### src/cac_pkg.sv
// constants for the counter array control and status register
package cac_pkg;
	localparam logic [7:0] CTRL_ADDR  = 8'hD8;
	localparam logic [7:0] CTRL_PAGE  = 8'h00;
	localparam logic [7:0] CTRL_RESET = 8'h00;
	localparam int         OVF_BIT    = 7;
	localparam int         RUN_BIT    = 6;
	localparam int         MOD5_BIT   = 5;
	localparam int         NUM_MOD    = 6;
	localparam int         CNT_W      = 16;
	localparam logic [15:0] CNT_MAX   = 16'hFFFF;
	localparam logic [15:0] CNT_ZERO  = 16'h0000;
	localparam logic [2:0] BIT_IDX_W  = 3'h3;
endpackage : cac_pkg

### src/cac_ctrl.sv
// control and status register of the counter array, with its counter
//
// Overview of operation
// - the overflow flag in bit 7 sets when the array counter wraps from its maximum to zero.
// - a set overflow flag with its enable on raises the shared array interrupt request.
// - hardware never clears the overflow flag; only a software write of zero does.
// - bit 6 is the run control, zero stops the counter and one lets it count.
// - bits 5 to 0 set when the matching module reports a match or a capture.
// - a set module flag with its enable on raises the shared array interrupt request.
// - module flags stay set until software writes zero to them.
// - the register decodes at 0xD8 on page 0x00, allows single-bit access and resets to zero.
// - with the watchdog on, run writes do not stop the counter and the bit reads the software value.
// - with the watchdog on, writing one to the module 5 flag forces a watchdog reset.
`timescale 1ns/1ps
`default_nettype none
module cac_ctrl (
	// clock and reset
	input  wire logic        clk,
	input  wire logic        sys_rst,
	// special function register bus
	input  wire logic [7:0]  sfr_addr,
	input  wire logic [7:0]  sfr_page,
	input  wire logic        sfr_wr,
	input  wire logic        sfr_bit_wr,
	input  wire logic [2:0]  sfr_bit_idx,
	input  wire logic [7:0]  sfr_wdata,
	output logic      [7:0]  sfr_rdata_r,
	// module events and interrupt enables
	input  wire logic [5:0]  module_event,
	input  wire logic        ovf_int_en,
	input  wire logic [5:0]  module_int_en,
	// watchdog
	input  wire logic        watchdog_en,
	output logic             watchdog_reset_r,
	// array outputs
	output logic             array_irq_r,
	output logic             counter_running_r,
	output logic      [15:0] count_out_r
);
	logic        sel;
	logic [7:0]  wmask;
	logic [7:0]  wval;
	logic [7:0]  ctrl_r;
	logic [7:0]  ctrl_nxt;
	logic [7:0]  hw_set;
	logic        run_eff;
	logic        wrap;
	logic [15:0] count;
	logic        irq_nxt;
	logic        wd_kick;

	assign sel = (sfr_addr == cac_pkg::CTRL_ADDR) && (sfr_page == cac_pkg::CTRL_PAGE);

	// byte write touches all bits, bit write only the indexed one
	always_comb begin
		wmask = 8'h00;
		wval  = sfr_wdata;
		if (sel && sfr_wr) begin
			wmask = 8'hFF;
		end else if (sel && sfr_bit_wr) begin
			wmask = 8'h01 << sfr_bit_idx;
			wval  = {8{sfr_wdata[0]}};
		end
	end

	assign hw_set = {wrap, 1'b0, module_event};

	// one slice per register bit; the hardware set is ORed in after the write
	// so that a clear in the same cycle can never swallow an event
	for (genvar b = 0; b < $bits(ctrl_r); b++) begin : g_bit
		assign ctrl_nxt[b] = ((ctrl_r[b] & ~wmask[b]) | (wval[b] & wmask[b]))
			| hw_set[b];
	end

	always_ff @(posedge clk) begin
		if (sys_rst) begin
			ctrl_r <= cac_pkg::CTRL_RESET;
		end else begin
			ctrl_r <= ctrl_nxt;
		end
	end

	// watchdog forces the counter on without touching the stored run bit
	assign run_eff = ctrl_r[cac_pkg::RUN_BIT] | watchdog_en;

	cac_counter u_counter (
		.clk     (clk),
		.sys_rst (sys_rst),
		.run     (run_eff),
		.count_r (count),
		.wrap_r  (wrap)
	);

	// the request is a level: it falls only once software clears the flag
	// or drops the enable, so a slow handler cannot miss it
	always_comb begin
		irq_nxt = (ctrl_r[cac_pkg::OVF_BIT] & ovf_int_en)
			| (|(ctrl_r[cac_pkg::NUM_MOD-1:0] & module_int_en));
	end

	// a write of one to the module 5 flag, byte or bit, is the software kick
	assign wd_kick = watchdog_en && wmask[cac_pkg::MOD5_BIT] && wval[cac_pkg::MOD5_BIT];

	always_ff @(posedge clk) begin
		if (sys_rst) begin
			array_irq_r       <= 1'b0;
			sfr_rdata_r       <= 8'h00;
			counter_running_r <= 1'b0;
			count_out_r       <= cac_pkg::CNT_ZERO;
		end else begin
			array_irq_r       <= irq_nxt;
			sfr_rdata_r       <= ctrl_r;
			counter_running_r <= run_eff;
			count_out_r       <= count;
		end
	end

	// pulse only; the system reset it causes clears the rest
	always_ff @(posedge clk) begin
		if (sys_rst) begin
			watchdog_reset_r <= 1'b0;
		end else begin
			watchdog_reset_r <= wd_kick;
		end
	end

	a_ovf_sets: assert property (@(posedge clk) disable iff (sys_rst)
		wrap |=> ctrl_r[cac_pkg::OVF_BIT])
		else $error("overflow flag missed a wrap");

	a_ovf_sticky: assert property (@(posedge clk) disable iff (sys_rst)
		ctrl_r[cac_pkg::OVF_BIT] && !wmask[cac_pkg::OVF_BIT] |=> ctrl_r[cac_pkg::OVF_BIT])
		else $error("overflow flag cleared by itself");

	a_mod_sticky: assert property (@(posedge clk) disable iff (sys_rst)
		ctrl_r[0] && !wmask[0] |=> ctrl_r[0])
		else $error("module 0 flag cleared by itself");

	a_mod_sets: assert property (@(posedge clk) disable iff (sys_rst)
		module_event[2] |=> ctrl_r[2])
		else $error("module 2 flag missed an event");

	// module 0 is the one the bench hits with a clear and an event together
	a_set_wins: assert property (@(posedge clk) disable iff (sys_rst)
		module_event[0] && wmask[0] && !wval[0] |=> ctrl_r[0])
		else $error("clear beat a hardware set");

	a_irq_flag: assert property (@(posedge clk) disable iff (sys_rst)
		ctrl_r[1] && module_int_en[1] |=> array_irq_r)
		else $error("module interrupt not raised");

	a_irq_ovf: assert property (@(posedge clk) disable iff (sys_rst)
		ctrl_r[cac_pkg::OVF_BIT] && ovf_int_en |=> array_irq_r)
		else $error("overflow interrupt not raised");

	a_irq_quiet: assert property (@(posedge clk) disable iff (sys_rst)
		!(ctrl_r[cac_pkg::OVF_BIT] && ovf_int_en)
		&& !(|(ctrl_r[cac_pkg::NUM_MOD-1:0] & module_int_en))
		|=> !array_irq_r)
		else $error("interrupt raised with no enabled flag");

	a_run_stop: assert property (@(posedge clk) disable iff (sys_rst)
		!ctrl_r[cac_pkg::RUN_BIT] && !watchdog_en |=> $stable(count))
		else $error("counter moved while stopped");

	a_run_write: assert property (@(posedge clk) disable iff (sys_rst)
		sel && sfr_wr
		|=> ctrl_r[cac_pkg::RUN_BIT] == $past(sfr_wdata[cac_pkg::RUN_BIT]))
		else $error("run bit did not take the written value");

	a_run_state: assert property (@(posedge clk) disable iff (sys_rst)
		1'b1
		|=> counter_running_r == $past(ctrl_r[cac_pkg::RUN_BIT] | watchdog_en))
		else $error("run state output disagrees with run control");

	a_wd_run: assert property (@(posedge clk) disable iff (sys_rst)
		watchdog_en |=> count != $past(count))
		else $error("counter stopped under watchdog");

	a_wd_reset: assert property (@(posedge clk) disable iff (sys_rst)
		watchdog_en && sel
		&& (sfr_wr ? sfr_wdata[cac_pkg::MOD5_BIT]
			: (sfr_bit_wr && (sfr_bit_idx == 3'h5) && sfr_wdata[0]))
		|=> watchdog_reset_r)
		else $error("forced watchdog reset missing");

	a_wd_quiet: assert property (@(posedge clk) disable iff (sys_rst)
		!watchdog_en |=> !watchdog_reset_r)
		else $error("watchdog reset without the watchdog on");

	// writes elsewhere on the bus must leave the register alone
	a_other_addr: assert property (@(posedge clk) disable iff (sys_rst)
		!sel && (hw_set == 8'h00)
		|=> ctrl_r == $past(ctrl_r))
		else $error("register changed by a foreign write");

	// a bit write may only touch the indexed bit
	a_bitwr_one: assert property (@(posedge clk) disable iff (sys_rst)
		sel && sfr_bit_wr && !sfr_wr && (hw_set == 8'h00)
		|=> ((ctrl_r ^ $past(ctrl_r)) & ~$past(wmask)) == 8'h00)
		else $error("bit write touched another bit");

	for (genvar m = 0; m < cac_pkg::NUM_MOD; m++) begin : g_mod_chk
		a_flag_sets: assert property (@(posedge clk) disable iff (sys_rst)
			module_event[m] |=> ctrl_r[m])
			else $error("module flag missed an event");
	end

	c_wrap:  cover property (@(posedge clk) wrap);
	c_irq:   cover property (@(posedge clk) array_irq_r);
	c_wdrst: cover property (@(posedge clk) watchdog_reset_r);
	c_bitwr: cover property (@(posedge clk) sel && sfr_bit_wr);
	c_setwin: cover property (@(posedge clk) module_event[0] && wmask[0] && !wval[0]);
endmodule : cac_ctrl
`default_nettype wire

### src/cac_counter.sv
// 16-bit array counter with wrap detection
`timescale 1ns/1ps
`default_nettype none
module cac_counter (
	// clock and reset
	input  wire logic                        clk,
	input  wire logic                        sys_rst,
	// control
	input  wire logic                        run,
	// state
	output logic [cac_pkg::CNT_W-1:0]        count_r,
	output logic                             wrap_r
);
	// wrap pulse is registered so the flag sets one cycle after the count hits zero
	always_ff @(posedge clk) begin
		if (sys_rst) begin
			count_r <= cac_pkg::CNT_ZERO;
			wrap_r  <= 1'b0;
		end else begin
			wrap_r <= run && (count_r == cac_pkg::CNT_MAX);
			if (run) begin
				count_r <= count_r + 16'h0001;
			end
		end
	end
endmodule : cac_counter
`default_nettype wire

### config.mk
export PLATFORM = sky130hd
export DESIGN_NAME = cac_ctrl
export DESIGN_NICKNAME = d
export VERILOG_FILES = /design/src/cac_pkg.sv /design/src/cac_ctrl.sv /design/src/cac_counter.sv
export SDC_FILE = /design/constraint.sdc
export NUM_CORES = 1
export LEC_CHECK = 0
export BUFFER_PORTS_ARGS = -buffer_cell sky130_fd_sc_hd__buf_2
export CORE_MARGIN = 4
export CORE_UTILIZATION = 49
export DETAILED_ROUTE_END_ITERATION = 12
export HOLD_SLACK_MARGIN = 0.05
export MAX_ROUTING_LAYER = met4
export PLACE_DENSITY = 0.89
export SYNTH_ARGS = -nofsm -noshare
export SYNTH_HDL_FRONTEND = slang
export SYNTH_SLANG_ARGS = --single-unit
### constraint.sdc
create_clock -name clk -period 1.95 [get_ports clk]
set_input_delay 0.39 -clock clk [delete_from_list [all_inputs] [get_ports clk]]
set_output_delay 0.39 -clock clk [all_outputs]
set_load 0.1 [all_outputs]
==> run metrics <==
status=completed; CP Cell Sequence=o2111ai_2, nor2_1, and4_1, mux2_2; critical path's top delay family=flip-flops; total core area=between 4000 and 5000 um^2; Tmin final=between 1.5 and 2 ns; slowest CP cell=dfxtp_1; Slew HR=0.5984; final hold slack=0.4241 ns; Leakage=1.146 nW; Critical Path Fanout Max=7; fin nets=327; global-route wire length before repair=7.396 mm; synth-to-layout area growth=23.13%; final cell area excluding filler cells=around 2600 um^2; total CTS buffers=5; WP buf/inv=0; Cell Area, Synth=approximately 2100 um^2; Reg clk slew, reported paths=0.10 ns; Max Freq=618.6 MHz; Layout fillers=343; max-slew violation count=0; Syn Inst Count=210; Clock Latency Late Sink=0.30 ns; Worst Tran Pin Value=between 0.6 and 0.7 ns; xor/xnor share of the synthesized area=0.04614; count of final setup violators=0; CTS root buffer=clkbuf_8; pin count of the biggest net entering global routing=36; Non-Filler Instances=332; post-cts resize count=0; Routed WL=4.611 mm; fraction of synthesized area in multiplexers=0.01618; skew final=0.01298 ns; num rows=23; DRC=0; layout cells sized above 1=0.3156; post-synthesis cell type count=42; simple-gate share of the synthesized area=0.2858; Detail Route Antenna Nets=0; commonest non-fill, non-tap cell in the layout=buf_2; Hold Vio Cnt, Final=0; post-CTS setup buffers=0; ant diodes=0; I/O Buffers=71; crit share post-route=0.8291; antenna violations before repair=0; Setup Crit Path Kind=flip-flop to flip-flop; adder-cell share of the synthesized area=0.005992; compound-gate portion of the synthesized area=0.1288; Seq cells post-synth=52; dpl cell area=2475 um^2; Register Area=1041 um^2; Cells after DPL=324; Worst Path Arrival=about 1.8 ns; worst min path class=primary input to flip-flop; maximum vdd ir drop=0.3372 mV; TritonCTS clock tree=built; max cap viols=0; Initial Util=0.5146; via density per instance=5.238; Post-CTS Hold Buffers=0; multi-input logic area=around 1000 um^2; via count=1739; die area=5370 um^2; syn_area_per_cell=9.944 um^2; gpl congestion=a little under 0.9; clock sinks=52; Hold Path Origin=module_int_en[4]; Req. time, crit path=2.15 ns; RSZ-0062 raised after global routing=false; GRT Total Usage=0.1819; Cell Pwr Density=779.6 nW/um^2; type of origin of the critical path=flip-flop; H-tree depth reported by CTS=2; Max Root-Sink Buffers=2; yosys warns=0; total gr overflow=0; Chip Height=73.28 um; drt first pass iters=4; DP Wirelength=approximately 3.4 mm; post-route setup slack=0.3333 ns; Critical Path Sink Type=flip-flop; I/O pin total=72; Syn Nets=256; overall die width=roughly 73 um; setup TNS=0 ns; largest family of logic cells by synthesized area=simple AND/OR/NAND/NOR gates; critical path's largest stage delay=~0.46 ns; pre-CTS setup slack=0.2318 ns; number of global-route vias before repair=1672; commonest cells after routing, fill and taps aside=buf_2 (71), dfxtp_1 (52), nor2_1 (27), nor2b_1 (26), nor3_1 (13); number of DRC markers in iteration 0=139; sequential share of the synthesized area=0.4985; Avg WL per Cell=13.89 um
==> per-stage QoR <==
| stage | total power, W | utilization |
|---|---|---|
| after floorplan | 0.001295 | - |
| after global placement | 0.001376 | 0.6099 |
| after detailed placement | 0.001383 | 0.6099 |
| after CTS | 0.002000 | 0.6337 |
| after global routing | 0.002074 | 0.6337 |
| final | 0.002005 | 0.6337 |
==> worst min-delay path, cell delays in order <==
cell and delay, ns:
buf_2 0.07, a22oi_1 0.06, a31oi_1 0.15
==> synth_stat cells (all sizes together) <==
master,n,area share
a211oi,1,0.0036
a41oi,1,0.0042
nor4,5,0.029
mux2,3,0.016
o2111ai,1,0.0072
nor2b,26,0.078
and3,1,0.0030
clkbuf,4,0.0072
a31oi,5,0.015
and2b,1,0.0036
xor2,7,0.029
o41ai,1,0.0078
nor3,13,0.031
nand2,7,0.013
xnor2,4,0.017
and2,1,0.0030
and4b,2,0.0096
dfxtp,52,0.50
o211a,1,0.0048
a22oi,2,0.0072
nand2b,1,0.0030
and3b,1,0.0042
nor2,27,0.049
o21ai,4,0.0096
a2111oi,1,0.0042
o21a,5,0.018
a222oi,1,0.0048
nand3,2,0.0048
a21oi,6,0.014
ha,1,0.0060
a211o,5,0.021
a21o,2,0.0072
nand4,7,0.028
or3,1,0.0030
buf,4,0.011
and4,3,0.013
nor4b,1,0.011
==> worst paths after layout <==
check,endpoint,slack [ns],depth (start not counted)
worst max-delay path,u_counter.count_r[15]$_SDFFE_PP0P_,0.33,4
worst min-delay path,array_irq_r$_SDFF_PP0_,0.42,3
worst max register to register,u_counter.count_r[15]$_SDFFE_PP0P_,0.33,4
worst min register to register,u_counter.wrap_r$_SDFF_PP0_,0.47,2
==> flip-flops by register name, summed over array words and instances (netlist names), named ones only <==
name,cells
count_out_r,16
u_counter.count_r,16
sfr_rdata_r,8
ctrl_r,7
array_irq_r,1
counter_running_r,1
u_counter.wrap_r,1
watchdog_reset_r,1
==> cell type report <==
type	instances	share of cell area
Multi-Input combinational cell	150	0.3922
Sequential cell	52	0.4049
Clock buffer	6	0.03212
Timing Repair Buffer	72	0.1411
Clock inverter	2	0.005353
Tap cell	50	0.02433
==> cells by family after synthesis <==
kind of cell | count (synthesis)
simple gates | 99
flops | 52
compound gates | 36
xor+xnor | 11
buf+inv | 8
mux | 3
fa+ha+maj | 1
==> per-layer routing <==
layer / vias to the layer above / GRT usage / share of wire
met4: 0 / 0.07992 / 0.025
met3: 11 / 0.03967 / 0.057
met5: - / - / 0
met2: 61 / 0.2969 / 0.50
met1: 774 / 0.2144 / 0.42
li1: 893 / - / -
==> power breakdown <==
part / total [W] / leakage (nW) / switching [W] / internal, W
Combinational: 0.000258 / 0.672 / 0.000176 / 0.0000822
Clock: 0.000643 / 0.0516 / 0.000353 / 0.000291
Sequential: 0.00110 / 0.423 / 0.0000162 / 0.00109
Note: power is estimated with default switching activity, not from simulation.
